## src/logic/uart_pkg.sv

```systemverilog
// Shared constants, types and helpers for the asynchronous serial link.
// Assumes both ends run on one system clock.
package uart_pkg;

  // Control register bit positions
  localparam int SC_RX_DONE = 0;
  localparam int SC_TX_DONE = 1;
  localparam int SC_RX_NINTH = 2;
  localparam int SC_TX_NINTH = 3;
  localparam int SC_RX_EN = 4;
  localparam int SC_MP_CHECK = 5;
  localparam int SC_MODE_LOW = 6;
  localparam int SC_MODE_HIGH = 7;

  // Serial modes
  localparam logic [1:0] MODE_SYNC = 2'h0;
  localparam logic [1:0] MODE_ASYNC8 = 2'h1;
  localparam logic [1:0] MODE_FIXED9 = 2'h2;
  localparam logic [1:0] MODE_TIMER9 = 2'h3;

  // Oversampling counter and sample points
  localparam logic [3:0] OVS_LAST = 4'hF;
  localparam logic [3:0] SMP_A = 4'h6;
  localparam logic [3:0] SMP_B = 4'h7;
  localparam logic [3:0] SMP_C = 4'h8;

  // Frame lengths and bit positions
  localparam logic [3:0] LEN_8BIT = 4'hA;
  localparam logic [3:0] LEN_9BIT = 4'hB;
  localparam logic [3:0] IDX_NINTH = 4'h9;
  localparam logic [3:0] IDX_DATA_LAST = 4'h8;

  // Oscillator divider terminal counts
  localparam logic [1:0] OSC_DIV2_LAST = 2'h1;
  localparam logic [1:0] OSC_DIV4_LAST = 2'h3;

  localparam logic [7:0] CTRL_RESET = 8'h00;
  localparam logic [10:0] LINE_IDLE_WORD = 11'h7FF;

  typedef enum logic {RX_HUNT, RX_FRAME} rx_state_t;

  function automatic logic majority3(input logic a, input logic b, input logic c);
    return (a & b) | (a & c) | (b & c);
  endfunction

  function automatic logic [3:0] frame_len(input logic nine);
    return nine ? LEN_9BIT : LEN_8BIT;
  endfunction

  // Start bit in bit 0, data LSb first, ninth bit in 9-bit frames only, stop bit
  function automatic logic [10:0] frame_bits(input logic nine, input logic ninth,
                                             input logic [7:0] data);
    return nine ? {1'b1, ninth, data, 1'b0} : {2'b11, data, 1'b0};
  endfunction

  function automatic logic addr_match(input logic [7:0] b, input logic [7:0] addr,
                                      input logic [7:0] mask);
    logic [7:0] bcast;
    bcast = addr | mask;
    return (((b ^ addr) & mask) == 8'h00) || ((b & bcast) == bcast);
  endfunction

endpackage

```

## src/logic/uart_link_if.sv

```systemverilog
// Serial lines between the device port and the remote node.
// Assumes the testbench joins both ends through one instance.
`timescale 1ns/1ns
interface uart_link_if;
  logic dev_tx;
  logic dev_rx;
  modport dev_end (output dev_tx, input dev_rx);
  modport node_end (input dev_tx, output dev_rx);
endinterface

```

## src/logic/uart_async_dev.sv

```systemverilog
// Device end: asynchronous serial port with 8-bit and 9-bit frames.
// Assumes baud ticks are one-cycle pulses on sys_clk_i and software keeps its own rules.
//
// Summary of operation
// - 8-bit frame: start, eight data, stop
// - Data bits travel least significant first
// - 8-bit rate from timer ticks /16 or /32
// - Transmit starts at next divide-16 rollover
// - Start, data, stop; done flag at stop
// - Frame start only while receive enable set
// - Falling edge on receive line starts frame
// - 8-bit accept: flag clear, check off or stop
// - Accept loads buffer, ninth bit, done flag
// - After mid stop, hunt for next edge
// - Majority of samples at ticks 7,8,9
// - High start bit abandons the frame
// - 9-bit frame adds programmable ninth bit
// - Ninth transmit bit captured at buffer write
// - 9-bit send order; done flag at stop
// - 9-bit accept at mid ninth bit
// - Fixed 9-bit mode: oscillator /32 or /64
// - Timer 9-bit mode differs only by source
// - Framing error sticky, cleared by software only
// - View select picks error flag or mode bit
// - Software keeps view select for error access
// - Timer 2 select per direction
// - Address frames need station address match
`timescale 1ns/1ns
module uart_async_dev
  import uart_pkg::*;
(
  input wire logic sys_clk_i,
  input wire logic nrst_i,
  uart_link_if.dev_end link,
  input wire logic t1_tick_i,
  input wire logic t2_tick_i,
  input wire logic t1_double_i,
  input wire logic osc_half_i,
  input wire logic tx_timer2_select_i,
  input wire logic rx_timer2_select_i,
  input wire logic error_view_select_i,
  input wire logic serial_control_reg_wr_i,
  input wire logic [7:0] serial_control_reg_wdata_i,
  output logic [7:0] serial_control_reg_rdata_o,
  input wire logic buf_wr_i,
  input wire logic [7:0] buf_wdata_i,
  output logic [7:0] buf_rdata_o,
  input wire logic [7:0] station_addr_i,
  input wire logic [7:0] addr_mask_i
);

  logic mode_select_high_q, mode_low_q, multiproc_check_bit_q, rx_enable_bit_q;
  logic tx_ninth_bit_q, rx_ninth_bit_q, tx_done_flag_q, rx_done_flag_q, frame_error_flag_q;
  logic [1:0] mode;
  logic async_on, nine;
  logic t1_half_q, t1_rate, osc_tick, tx_tick, rx_tick;
  logic [1:0] osc_cnt_q;
  logic [3:0] tx_cnt_q, tx_left_q;
  logic tx_roll, tx_pend_q, tx_busy_q, tx_line_q, ti_set;
  logic [10:0] tx_next_q, tx_shift_q;
  logic rx_s1_q, rx_s2_q, rx_prev_q, rx_fall;
  rx_state_t rx_state_q;
  logic [3:0] rx_cnt_q, rx_idx_q;
  logic [1:0] rx_smp_q;
  logic [7:0] rx_byte_q, rx_buf_q;
  logic rx_mid, bit_v, is_stop, is_ninth, accept8, accept9, rx_load, load_bit, fe_set;

  assign mode = {mode_select_high_q, mode_low_q};
  assign async_on = (mode != MODE_SYNC);
  assign nine = mode[1];

  ////////////////////////////////////////////////////////////////////////////
  // Bit-rate ticks

  always_ff @(posedge sys_clk_i)
  begin
    if (!nrst_i)
      t1_half_q <= 1'b0;
    else if (t1_tick_i)
      t1_half_q <= ~t1_half_q;
  end

  always_ff @(posedge sys_clk_i)
  begin
    if (!nrst_i || osc_tick)
      osc_cnt_q <= 2'h0;
    else
      osc_cnt_q <= osc_cnt_q + 2'h1;
  end

  assign t1_rate = t1_tick_i & (t1_double_i | t1_half_q);
  assign osc_tick = (osc_cnt_q == (osc_half_i ? OSC_DIV2_LAST : OSC_DIV4_LAST));
  // Fixed mode uses the oscillator, timer modes pick a timer per direction
  assign tx_tick = (mode == MODE_FIXED9) ? osc_tick :
                   (tx_timer2_select_i ? t2_tick_i : t1_rate);
  assign rx_tick = (mode == MODE_FIXED9) ? osc_tick :
                   (rx_timer2_select_i ? t2_tick_i : t1_rate);

  ////////////////////////////////////////////////////////////////////////////
  // Transmitter

  always_ff @(posedge sys_clk_i)
  begin
    if (!nrst_i)
      tx_cnt_q <= 4'h0;
    else if (tx_tick)
      tx_cnt_q <= tx_cnt_q + 4'h1;
  end

  assign tx_roll = tx_tick & (tx_cnt_q == OVS_LAST);
  assign ti_set = tx_roll & tx_busy_q & (tx_left_q == 4'h1);

  always_ff @(posedge sys_clk_i)
  begin
    if (!nrst_i)
    begin
      tx_pend_q <= 1'b0;
      tx_next_q <= LINE_IDLE_WORD;
    end
    else if (buf_wr_i && async_on)
    begin
      tx_pend_q <= 1'b1;
      tx_next_q <= frame_bits(nine, tx_ninth_bit_q, buf_wdata_i);
    end
    else if (tx_roll && (!tx_busy_q || tx_left_q == 4'h0))
      tx_pend_q <= 1'b0;
  end

  always_ff @(posedge sys_clk_i)
  begin
    if (!nrst_i)
    begin
      tx_busy_q <= 1'b0;
      tx_line_q <= 1'b1;
      tx_shift_q <= LINE_IDLE_WORD;
      tx_left_q <= 4'h0;
    end
    else if (tx_roll)
    begin
      if (tx_busy_q && tx_left_q != 4'h0)
      begin
        tx_line_q <= tx_shift_q[0];
        tx_shift_q <= {1'b1, tx_shift_q[10:1]};
        tx_left_q <= tx_left_q - 4'h1;
      end
      else if (tx_pend_q)
      begin
        tx_busy_q <= 1'b1;
        tx_line_q <= tx_next_q[0];
        tx_shift_q <= {1'b1, tx_next_q[10:1]};
        tx_left_q <= frame_len(nine) - 4'h1;
      end
      else
      begin
        tx_busy_q <= 1'b0;
        tx_line_q <= 1'b1;
      end
    end
  end

  assign link.dev_tx = tx_line_q;

  ////////////////////////////////////////////////////////////////////////////
  // Receiver

  always_ff @(posedge sys_clk_i)
  begin
    if (!nrst_i)
    begin
      rx_s1_q <= 1'b1;
      rx_s2_q <= 1'b1;
      rx_prev_q <= 1'b1;
    end
    else
    begin
      rx_s1_q <= link.dev_rx;
      rx_s2_q <= rx_s1_q;
      rx_prev_q <= rx_s2_q;
    end
  end

  assign rx_fall = rx_prev_q & ~rx_s2_q;
  assign rx_mid = (rx_state_q == RX_FRAME) & rx_tick & (rx_cnt_q == SMP_C);
  assign bit_v = majority3(rx_smp_q[0], rx_smp_q[1], rx_s2_q);
  assign is_stop = (rx_idx_q == frame_len(nine) - 4'h1);
  assign is_ninth = nine & (rx_idx_q == IDX_NINTH);
  assign accept8 = ~nine & is_stop & ~rx_done_flag_q
                   & (~multiproc_check_bit_q | bit_v);
  assign accept9 = is_ninth & ~rx_done_flag_q & (~multiproc_check_bit_q
                   | (bit_v & addr_match(rx_byte_q, station_addr_i, addr_mask_i)));
  assign rx_load = rx_mid & (accept8 | accept9);
  assign load_bit = bit_v;
  assign fe_set = rx_mid & is_stop & ~bit_v;

  always_ff @(posedge sys_clk_i)
  begin
    if (!nrst_i)
    begin
      rx_state_q <= RX_HUNT;
      rx_cnt_q <= 4'h0;
      rx_idx_q <= 4'h0;
      rx_smp_q <= 2'h0;
      rx_byte_q <= 8'h00;
    end
    else
    begin
      case (rx_state_q)
        RX_HUNT:
        begin
          if (rx_fall && rx_enable_bit_q && async_on)
          begin
            rx_state_q <= RX_FRAME;
            rx_cnt_q <= 4'h0;
            rx_idx_q <= 4'h0;
          end
        end
        RX_FRAME:
        begin
          if (rx_tick)
          begin
            rx_cnt_q <= rx_cnt_q + 4'h1;
            if (rx_cnt_q == SMP_A)
              rx_smp_q[0] <= rx_s2_q;
            if (rx_cnt_q == SMP_B)
              rx_smp_q[1] <= rx_s2_q;
            if (rx_cnt_q == OVS_LAST)
              rx_idx_q <= rx_idx_q + 4'h1;
            if (rx_mid)
            begin
              if (rx_idx_q == 4'h0 && bit_v)
                rx_state_q <= RX_HUNT;
              else if (rx_idx_q != 4'h0 && rx_idx_q <= IDX_DATA_LAST)
                rx_byte_q <= {bit_v, rx_byte_q[7:1]};
              if (is_stop)
                rx_state_q <= RX_HUNT;
            end
          end
        end
        default:
          rx_state_q <= RX_HUNT;
      endcase
    end
  end

  always_ff @(posedge sys_clk_i)
  begin
    if (!nrst_i)
      rx_buf_q <= 8'h00;
    else if (rx_load)
      rx_buf_q <= rx_byte_q;
  end

  assign buf_rdata_o = rx_buf_q;

  ////////////////////////////////////////////////////////////////////////////
  // Control register

  always_ff @(posedge sys_clk_i)
  begin
    if (!nrst_i)
    begin
      {mode_select_high_q, mode_low_q, multiproc_check_bit_q, rx_enable_bit_q} <= CTRL_RESET[7:4];
      tx_ninth_bit_q <= CTRL_RESET[SC_TX_NINTH];
    end
    else if (serial_control_reg_wr_i)
    begin
      if (!error_view_select_i)
        mode_select_high_q <= serial_control_reg_wdata_i[SC_MODE_HIGH];
      mode_low_q <= serial_control_reg_wdata_i[SC_MODE_LOW];
      multiproc_check_bit_q <= serial_control_reg_wdata_i[SC_MP_CHECK];
      rx_enable_bit_q <= serial_control_reg_wdata_i[SC_RX_EN];
      tx_ninth_bit_q <= serial_control_reg_wdata_i[SC_TX_NINTH];
    end
  end

  // Hardware set wins over a software write in the same cycle
  always_ff @(posedge sys_clk_i)
  begin
    if (!nrst_i)
    begin
      rx_ninth_bit_q <= CTRL_RESET[SC_RX_NINTH];
      tx_done_flag_q <= CTRL_RESET[SC_TX_DONE];
      rx_done_flag_q <= CTRL_RESET[SC_RX_DONE];
      frame_error_flag_q <= 1'b0;
    end
    else
    begin
      if (rx_load)
        rx_ninth_bit_q <= load_bit;
      else if (serial_control_reg_wr_i)
        rx_ninth_bit_q <= serial_control_reg_wdata_i[SC_RX_NINTH];
      if (ti_set)
        tx_done_flag_q <= 1'b1;
      else if (serial_control_reg_wr_i)
        tx_done_flag_q <= serial_control_reg_wdata_i[SC_TX_DONE];
      if (rx_load)
        rx_done_flag_q <= 1'b1;
      else if (serial_control_reg_wr_i)
        rx_done_flag_q <= serial_control_reg_wdata_i[SC_RX_DONE];
      if (fe_set)
        frame_error_flag_q <= 1'b1;
      else if (serial_control_reg_wr_i && error_view_select_i)
        frame_error_flag_q <= serial_control_reg_wdata_i[SC_MODE_HIGH];
    end
  end

  assign serial_control_reg_rdata_o = {error_view_select_i ? frame_error_flag_q : mode_select_high_q,
                         mode_low_q, multiproc_check_bit_q, rx_enable_bit_q,
                         tx_ninth_bit_q, rx_ninth_bit_q, tx_done_flag_q, rx_done_flag_q};

endmodule // uart_async_dev

```

## src/flat_wrapper.sv

```systemverilog
// flat-port wrapper written by rule: the top's interface ports become plain ports
module uart_async_dev_flat import uart_pkg::*;
  (sys_clk_i, nrst_i, t1_tick_i, t2_tick_i, t1_double_i, osc_half_i, tx_timer2_select_i, rx_timer2_select_i, error_view_select_i, serial_control_reg_wr_i, serial_control_reg_wdata_i, serial_control_reg_rdata_o, buf_wr_i, buf_wdata_i, buf_rdata_o, station_addr_i, addr_mask_i, link_dev_tx, link_dev_rx);
  uart_link_if link_i ();
  input wire logic sys_clk_i;
  input wire logic nrst_i;
  input wire logic t1_tick_i;
  input wire logic t2_tick_i;
  input wire logic t1_double_i;
  input wire logic osc_half_i;
  input wire logic tx_timer2_select_i;
  input wire logic rx_timer2_select_i;
  input wire logic error_view_select_i;
  input wire logic serial_control_reg_wr_i;
  input wire logic [7:0] serial_control_reg_wdata_i;
  output logic [7:0] serial_control_reg_rdata_o;
  input wire logic buf_wr_i;
  input wire logic [7:0] buf_wdata_i;
  output logic [7:0] buf_rdata_o;
  input wire logic [7:0] station_addr_i;
  input wire logic [7:0] addr_mask_i;
  output wire logic [$bits(link_i.dev_tx)-1:0] link_dev_tx;
  input wire logic [$bits(link_i.dev_rx)-1:0] link_dev_rx;
  assign link_dev_tx = link_i.dev_tx;
  assign link_i.dev_rx = link_dev_rx;
  uart_async_dev u_core (.sys_clk_i(sys_clk_i), .nrst_i(nrst_i), .link(link_i), .t1_tick_i(t1_tick_i), .t2_tick_i(t2_tick_i), .t1_double_i(t1_double_i), .osc_half_i(osc_half_i), .tx_timer2_select_i(tx_timer2_select_i), .rx_timer2_select_i(rx_timer2_select_i), .error_view_select_i(error_view_select_i), .serial_control_reg_wr_i(serial_control_reg_wr_i), .serial_control_reg_wdata_i(serial_control_reg_wdata_i), .serial_control_reg_rdata_o(serial_control_reg_rdata_o), .buf_wr_i(buf_wr_i), .buf_wdata_i(buf_wdata_i), .buf_rdata_o(buf_rdata_o), .station_addr_i(station_addr_i), .addr_mask_i(addr_mask_i));
endmodule
```

## config.mk

```make
export PLATFORM = sky130hd
export DESIGN_NAME = uart_async_dev_flat
export DESIGN_NICKNAME = d
export VERILOG_FILES = /design/src/logic/uart_pkg.sv /design/src/logic/uart_link_if.sv /design/src/logic/uart_async_dev.sv /design/src/flat_wrapper.sv
export SDC_FILE = /design/constraint.sdc
export NUM_CORES = 1
export LEC_CHECK = 0
export ABC_AREA = 1
export BUFFER_PORTS_ARGS = -buffer_cell sky130_fd_sc_hd__buf_4
export CORE_ASPECT_RATIO = 2
export CORE_UTILIZATION = 39
export CTS_BUF_LIST = sky130_fd_sc_hd__clkbuf_4
export CTS_CLUSTER_SIZE = 25
export DETAILED_ROUTE_END_ITERATION = 10
export GPL_TIMING_DRIVEN = 0
export SLEW_MARGIN = 20
export SYNTH_ARGS = -nofsm -noshare
export SYNTH_HDL_FRONTEND = slang
export SYNTH_SLANG_ARGS = --single-unit
```

## constraint.sdc

```tcl
create_clock -name sys_clk_i -period 2.1 [get_ports sys_clk_i]
set_input_delay 0.21 -clock sys_clk_i [delete_from_list [all_inputs] [get_ports sys_clk_i]]
set_output_delay 0.21 -clock sys_clk_i [all_outputs]
set_load 0.01 [all_outputs]
```

==> results of run 1 <==
-- power by group through the flow --
| stage | sequential (mW) | clock, mW | combinational [mW] |
|---|---|---|---|
| after floorplan | 1.46 | 0 | 0.174 |
| after global placement | 1.47 | 0 | 0.299 |
| after detailed placement | 1.47 | 0 | 0.305 |
| after CTS | 1.44 | 1.01 | 0.323 |
| after global routing | 1.44 | 1.06 | 0.359 |
| final | 1.44 | 0.983 | 0.318 |
-- stage by stage --
stage | setup WS, ns | power [mW] | hold WS, ns | utilization (%) | cells
4_1_cts | 0.157 | 2.77 | 0.0162 | 50.2 | 679
2_1_floorplan | 0.577 | 1.64 | 0.317 | - | 493
6_report | 0.375 | 2.74 | 0.0398 | 50.3 | 680
3_3_place_gp | 0.222 | 1.77 | 0.397 | 47.1 | 652
5_1_grt | 0.116 | 2.86 | 0.0152 | 50.3 | 680
3_5_place_dp | 0.184 | 1.77 | 0.403 | 47.1 | 652
-- layout by cell type, fill, tap and decap left out, types with 4 or more instances in the layout --
master	netlist	layout
buf_4	9	68
ha_1	10	10
a21oi_1	41	41
nor3_1	10	10
nand2_1	123	123
o211ai_1	16	16
nor2_1	41	41
inv_1	57	57
o21ai_0	31	31
nand3_1	31	31
clkbuf_1	9	8
o21ai_1	4	4
dfxtp_1	72	72
clkbuf_4	0	10
dlygate4sd3_1	0	11
-- cell type report --
class,count,share of cell area (%)
timing repair buffer,70,12.7
clock inverter,6,1.93
sequential,72,33.1
clock buffer,10,1.73
tap,100,2.88
multi-input combinational,338,39.0
buffer,22,3.25
inverter,61,5.32
antenna,1,0.0575
-- flip-flops by register name (all words and copies together), names as in the netlist, 2 cells and up --
register,count
u_core.buf_rdata_o,8
u_core.osc_cnt_q,2
u_core.rx_byte_q,8
u_core.rx_cnt_q,4
u_core.rx_idx_q,4
u_core.rx_smp_q,2
u_core.tx_cnt_q,4
u_core.tx_left_q,4
u_core.tx_next_q,10
u_core.tx_shift_q,9
-- metal layers --
layer / wire (um) / vias to the layer above
met3: 299 / 22
met1: 3460 / 1540
met5: 0 / -
met4: 337 / 0
met2: 5220 / 73
li1: - / 1755
-- critical path, delay by kind of cell (launching register included) --
kind                     cells  cell delay, ns
adder cells (fa/ha/maj)      1            0.20
flip-flops                   1            0.43
AO/OA/AOI/OAI                1            0.13
AND/OR/NAND/NOR              3            0.31
buffers and inverters        3            0.60
-- repair_timing --
item | CTS | global route
setup endpoints to repair | 0 | 8
hold buffers | 11 | 0
hold endpoints to repair | 11 | 0
gates resized for setup | 0 | 2
-- cells by family (layout without fill, tap and decap cells) --
| kind of cell | Yosys count | count (layout) | share of synthesized area (%) |
|---|---|---|---|
| buffers and inverters | 83 | 169 | 10.6 |
| adder cells (fa/ha/maj) | 11 | 11 | 3.85 |
| flip-flops | 72 | 72 | 41.1 |
| multiplexers | 2 | 2 | 0.571 |
| AO/OA/AOI/OAI | 98 | 98 | 15.5 |
| XOR/XNOR | 4 | 4 | 0.999 |
| AND/OR/NAND/NOR | 223 | 223 | 27.4 |
| other | 0 | 1 | 0 |
-- path summary, 6_finish.rpt --
| check | start | endpoint |
|---|---|---|
| hold / removal | serial_control_reg_wdata_i[4] | u_core.rx_enable_bit_q |
| hold reg to reg | u_core.rx_s1_q | u_core.rx_s2_q |
| setup / recovery | u_core.tx_left_q[0] | u_core.tx_left_q[2] |
| setup reg to reg | u_core.tx_left_q[0] | u_core.tx_left_q[2] |
==> results.ini, run 1 <==
[run_status]
outcome = finished, final reports clean

[floorplan]
chipHeight_um = 136
die-area_sq_um = 9400
rows = 48
start_util_pct = 40.6
ios = 61
core_area_sq_um = 8650
dieWidth_um = 69.1

[cells_and_area]
ff_latch_area_sq_um = 1440
finalInstanceArea_sq_um = 4350
synthToLayoutAreaGrowth_pct = 24.0
layout.nets = 628
multiInputGateArea_sq_um = 1700
fillerInstances = 903
drive_gt1_share_pct = 17.6

[synth]
synthesis.nets = 547
synth.avg_cell_area_sq_um = 7.12
netlist_area_sq_um = 3510
synth_area_leaders = dfxtp_1 41%, nand2_1 13%, inv_1 6.1%, a21oi_1 5.8%, nand3_1 4.4%
synth_top_area_share_pct = 41.1
synth_seq_cells = 72
ys_seq_area_share_pct = 41.1
synth_cell_type_count = 37
synth_top_flop_cell = dfxtp_1
synth-async-reset-ratio_pct = 0
yosysMostFrequentCell = nand2_1
yosys.area.top_type = dfxtp_1
synth_cells = 493
synth_enable_flop_cells = 0
synthTopCellsByCount = 123 x nand2_1, 72 x dfxtp_1, 57 x inv_1
yosys_warnings = 0

[sta]
period_share_pct = 82.2
hold_viol_final = 0
setup_viol = 0
slew_headroom_pct = 63.7
max_freq_mhz = 580
tns_ns = 0
finalClockSkew_ns = 0.00883
slew_viol_final = 0
tightest_slew_ns = 0.544
rsz0062_at_grt = false
fin_crit_ns = 1.73

[hold_path]
whs_path_depth = 3
hold_path_class = primary input to flip-flop

[setup_path]
critPathSlowestCell = dfxtp_1
crit_path_start_kind = flip-flop
r2r_cells = 8
path_cells = inv_1 -> ha_1 -> nand2_1 -> nand2_1 -> inv_1 -> clkbuf_1 -> nand3_1 -> a21oi_1
crit_fanout = 10
cp_slowest_stage_delay_ns = 0.43
crit_type = flip-flop to flip-flop
cp_data_arrival_time_ns = 2.09
rrSetupSlack_ns = 0.37
crit_required_ns = 2.46
end_kind = flip-flop

[global_routing]
grt_usage_pct = 21.3
grt_max_degree = 13
antenna_found_initial = 1
grt_pass1_vias = 3375
use_met1_pct = 20.0
grt_pass1_wl_um = 15500
grtUsageMet3_pct = 3.78
busiest_layer = met2
use_met2_pct = 42.1
grt_overflow = 0

[power]
power.share.switching_pct = 25.0
leakage_nw = 1.97
p_seq_share_pct = 52.5
ir_drop_mv = 0.480
p_sw_uw = 685
pwr-share-comb_pct = 11.6
clkPwrFrac_pct = 35.9
internal-power_mw = 2.05
p_per_area_nw_per_um2 = 630

[cts]
cts_root_buf = clkbuf_4
cts_setup_buffers = 0
htree_levels = 3
cts_tree = done
cts_buffer_depth = 2
clk_pin_slew_ns = 0.12
insertion_delay_ns = 0.43
cts_buffers = 9
cts.sinks = 72

[detailed_routing]
drt_iter0_drc = 95
wirelength_um = 9320
vias = 3390
wl_per_cell_um = 13.7
first_pass_iters = 4
drc = 0
antenna_left = 0
vias_per_cell = 4.99

[placement]
port_buffers = 59
post-dp-hpwl_um = 7380
place_area_sq_um = 4080
gp_congestion = 0.818

[flow_run]
drv_cap = 0

Note: power is estimated with default switching activity, not from simulation.
==> run 2, diff against run 1 <==
--- a/config.mk
+++ b/config.mk
@@ -5,7 +5,7 @@
 export SDC_FILE = /design/constraint.sdc
 export NUM_CORES = 1
 export LEC_CHECK = 0
-export ABC_AREA = 1
+export ABC_AREA = 0
 export BUFFER_PORTS_ARGS = -buffer_cell sky130_fd_sc_hd__buf_4
 export CORE_ASPECT_RATIO = 2
 export CORE_UTILIZATION = 39
==> constraint.sdc (replaced) <==
create_clock -name sys_clk_i -period 1.63 [get_ports sys_clk_i]
set_input_delay 0.163 -clock sys_clk_i [delete_from_list [all_inputs] [get_ports sys_clk_i]]
set_output_delay 0.163 -clock sys_clk_i [all_outputs]
set_load 0.01 [all_outputs]
==> run 2 against run 1 <==
The run now ends with setup timing left. Sequential share of layout area shrank 4.4 points. Sequential power grew 28%. Die area grew 1.0%. Non-clock buffer count increased by 33. Synthesized cell count fell by 17%. Cell count is 7.6% lower. Total power grew 24%. Global-route usage is 0.27 points higher. Critical path type unchanged. Largest cell class unchanged.
==> results.ini, run 2 <==
[cells_and_area]
multiInputGateArea_sq_um = 2340
ff_latch_area_sq_um = 1470
stdcell_count = 628
layout.nets = 577
diodes = 0
fillerInstances = 762
regMostFlops = u_core.tx_next_q
synthToLayoutAreaGrowth_pct = 44.1
drive_gt1_share_pct = 37.1
mostFrequentLayoutCells = 86 x buf_4, 62 x dfxtp_1, 53 x nand2_1
top_regs = u_core.tx_next_q x10, u_core.tx_shift_q x9
post-route-util_pct = 58.6
layout_commonest_cell = buf_4
largest_reg_flops = 10

[setup_path]
crit_fanout = 4
end_kind = flip-flop
crit_type = flip-flop to flip-flop
cp_data_arrival_time_ns = 2.15
rrSetupSlack_ns = -0.16
crit_required_ns = 1.99
crit_path_start_kind = flip-flop

[sta]
slew_viol_final = 0
rsz0062_at_grt = true
finalClockSkew_ns = 0.0136
max_freq_mhz = 559
hold_ws_ns = 0.0343
period_share_pct = 110
tightest_slew_ns = 0.767
fin_crit_ns = 1.79
setup_ws_ns = -0.159
slew_headroom_pct = 48.9
hold_viol_final = 0
setup_viol = 38

[run_status]
outcome = finished, violations left
violations = setup timing

[synth]
netlist_area_sq_um = 3540
synth.avg_cell_area_sq_um = 8.62
yosys.area.top_type = dfxtp_1
synth_seq_cells = 72
synthTopCellsByCount = 72 x dfxtp_1, 55 x nand2_1, 35 x a21oi_1
synth_compound_area_share_pct = 18.2
synth_top_flop_cell = dfxtp_1
yosysMostFrequentCell = dfxtp_1
synthesis.nets = 465
synth_area_leaders = dfxtp_1 41%, mux2i_1 8.5%, nand2_1 5.8%, a21oi_1 4.9%, ha_1 3.5%
yosys_warnings = 0
synth_top_area_share_pct = 40.7
synth_enable_flop_cells = 0
synth_top_family_by_area = simple AND/OR/NAND/NOR gates
synth_cell_type_count = 56
synth_cells = 411
synth_mux_area_share_pct = 9.11
synthSimpleGateAreaFrac_pct = 19.8
synth_xor_area_share_pct = 3.21
synth_fa_ha_area_share_pct = 3.81
synth-async-reset-ratio_pct = 0
ys_seq_area_share_pct = 40.7

[global_routing]
use_met1_pct = 20.0
use_met2_pct = 42.6
grt_pass1_vias = 3413
grt_max_degree = 14
busiest_layer = met2
grtUsageMet3_pct = 3.83
grt_pass1_wl_um = 15900
grt_usage_pct = 21.6
antenna_found_initial = 0
grt_overflow = 0

[floorplan]
chipHeight_um = 137
start_util_pct = 40.7
dieWidth_um = 69.4
ios = 61
core_area_sq_um = 8710
rows = 48
die-area_sq_um = 9500

[cts]
cts_root_buf = clkbuf_4
cts_tree = done
cts_buffer_depth = 2
clk_pin_slew_ns = 0.11
insertion_delay_ns = 0.42
htree_levels = 3
cts_buffers = 9
cts.sinks = 72

[detailed_routing]
wl_per_cell_um = 16.2
antenna_left = 0
drc = 0
wirelength_um = 10200
first_pass_iters = 4
vias_per_cell = 5.42
drt_iter0_drc = 154
vias = 3401

[placement]
port_buffers = 59
gp_congestion = 0.796
post-dp-hpwl_um = 7020
dp.cells = 570
place_ws_ns = -0.341

[hold_path]
hold_path_class = primary input to flip-flop

[power]
p_per_area_nw_per_um2 = 664
ir_drop_mv = 0.580
leakage_nw = 2.12
total_power_mw = 3.39

[flow_run]
drv_cap = 0

-- run 2: report_power, final --
group          switching (mW)  internal, mW  leakage [nW]  total [mW]
combinational           0.223         0.234          1.45       0.457
sequential             0.0382          1.80         0.591        1.84
clock                   0.610         0.488        0.0757        1.10
total                   0.872          2.52          2.12        3.39
-- run 2: stage by stage --
stage / area, sq um / TNS, ns
3_3_place_gp: 4120 / -9.62
4_1_cts: 4720 / -4.21
3_5_place_dp: 4120 / -10.54
5_1_grt: 5110 / -6.23
6_report: 5110 / -2.71
2_1_floorplan: 3550 / -0.137
-- run 2: path summary, 6_finish.rpt --
kind | from | cells past startpoint | end
worst max register to register | u_core.mode_low_q | 7 | u_core.rx_cnt_q[2]
worst max-delay path | u_core.mode_low_q | 7 | u_core.rx_cnt_q[2]
worst min register to register | u_core.rx_s1_q | 1 | u_core.rx_s2_q
worst min-delay path | serial_control_reg_wdata_i[0] | 3 | u_core.rx_done_flag_q
-- run 2: repair_timing --
action / in CTS / in global routing
pin swaps: 7 / 35
gates resized for setup: 42 / 78
hold buffers: 15 / 0
endpoints found under the hold margin: 15 / 0
setup buffers: 14 / 10
cloned: 3 / 2
endpoints found under the setup margin: 57 / 54
-- run 2: logic make-up after synthesis --
family / count (synthesis)
AOI/OAI and AO/OA: 102
muxes: 32
buffers and inverters: 37
DFF: 72
adders and majority gates: 11
and+or+nand+nor: 144
xor gates and xnor gates: 13
-- run 2: cell type report --
| class | instances | share of cell area, % |
|---|---|---|
| plain buffers | 23 | 2.94 |
| clock buffers | 11 | 1.62 |
| clock inverters | 5 | 0.931 |
| inverters | 12 | 0.882 |
| multi-input cells | 303 | 45.8 |
| flip-flops and latches | 72 | 28.8 |
| well taps | 100 | 2.45 |
| repair buffers | 102 | 16.7 |
-- run 2: worst max-delay path: stages (launching register included) --
cell and delay, ns:
dfxtp_4 0.37, nand3b_1 0.25, buf_4 0.20, nor2_4 0.17, buf_12 0.14, a21oi_4 0.04
or4_4 0.43, a21oi_2 0.14
-- run 2: routing by layer --
metal | routed length, um | share of wire (%) | up-vias
met3 | 279 | 2.7 | 28
li1 | - | - | 1680
met5 | 0 | 0 | -
met4 | 352 | 3.5 | 0
met2 | 6020 | 59 | 81
met1 | 3510 | 35 | 1612
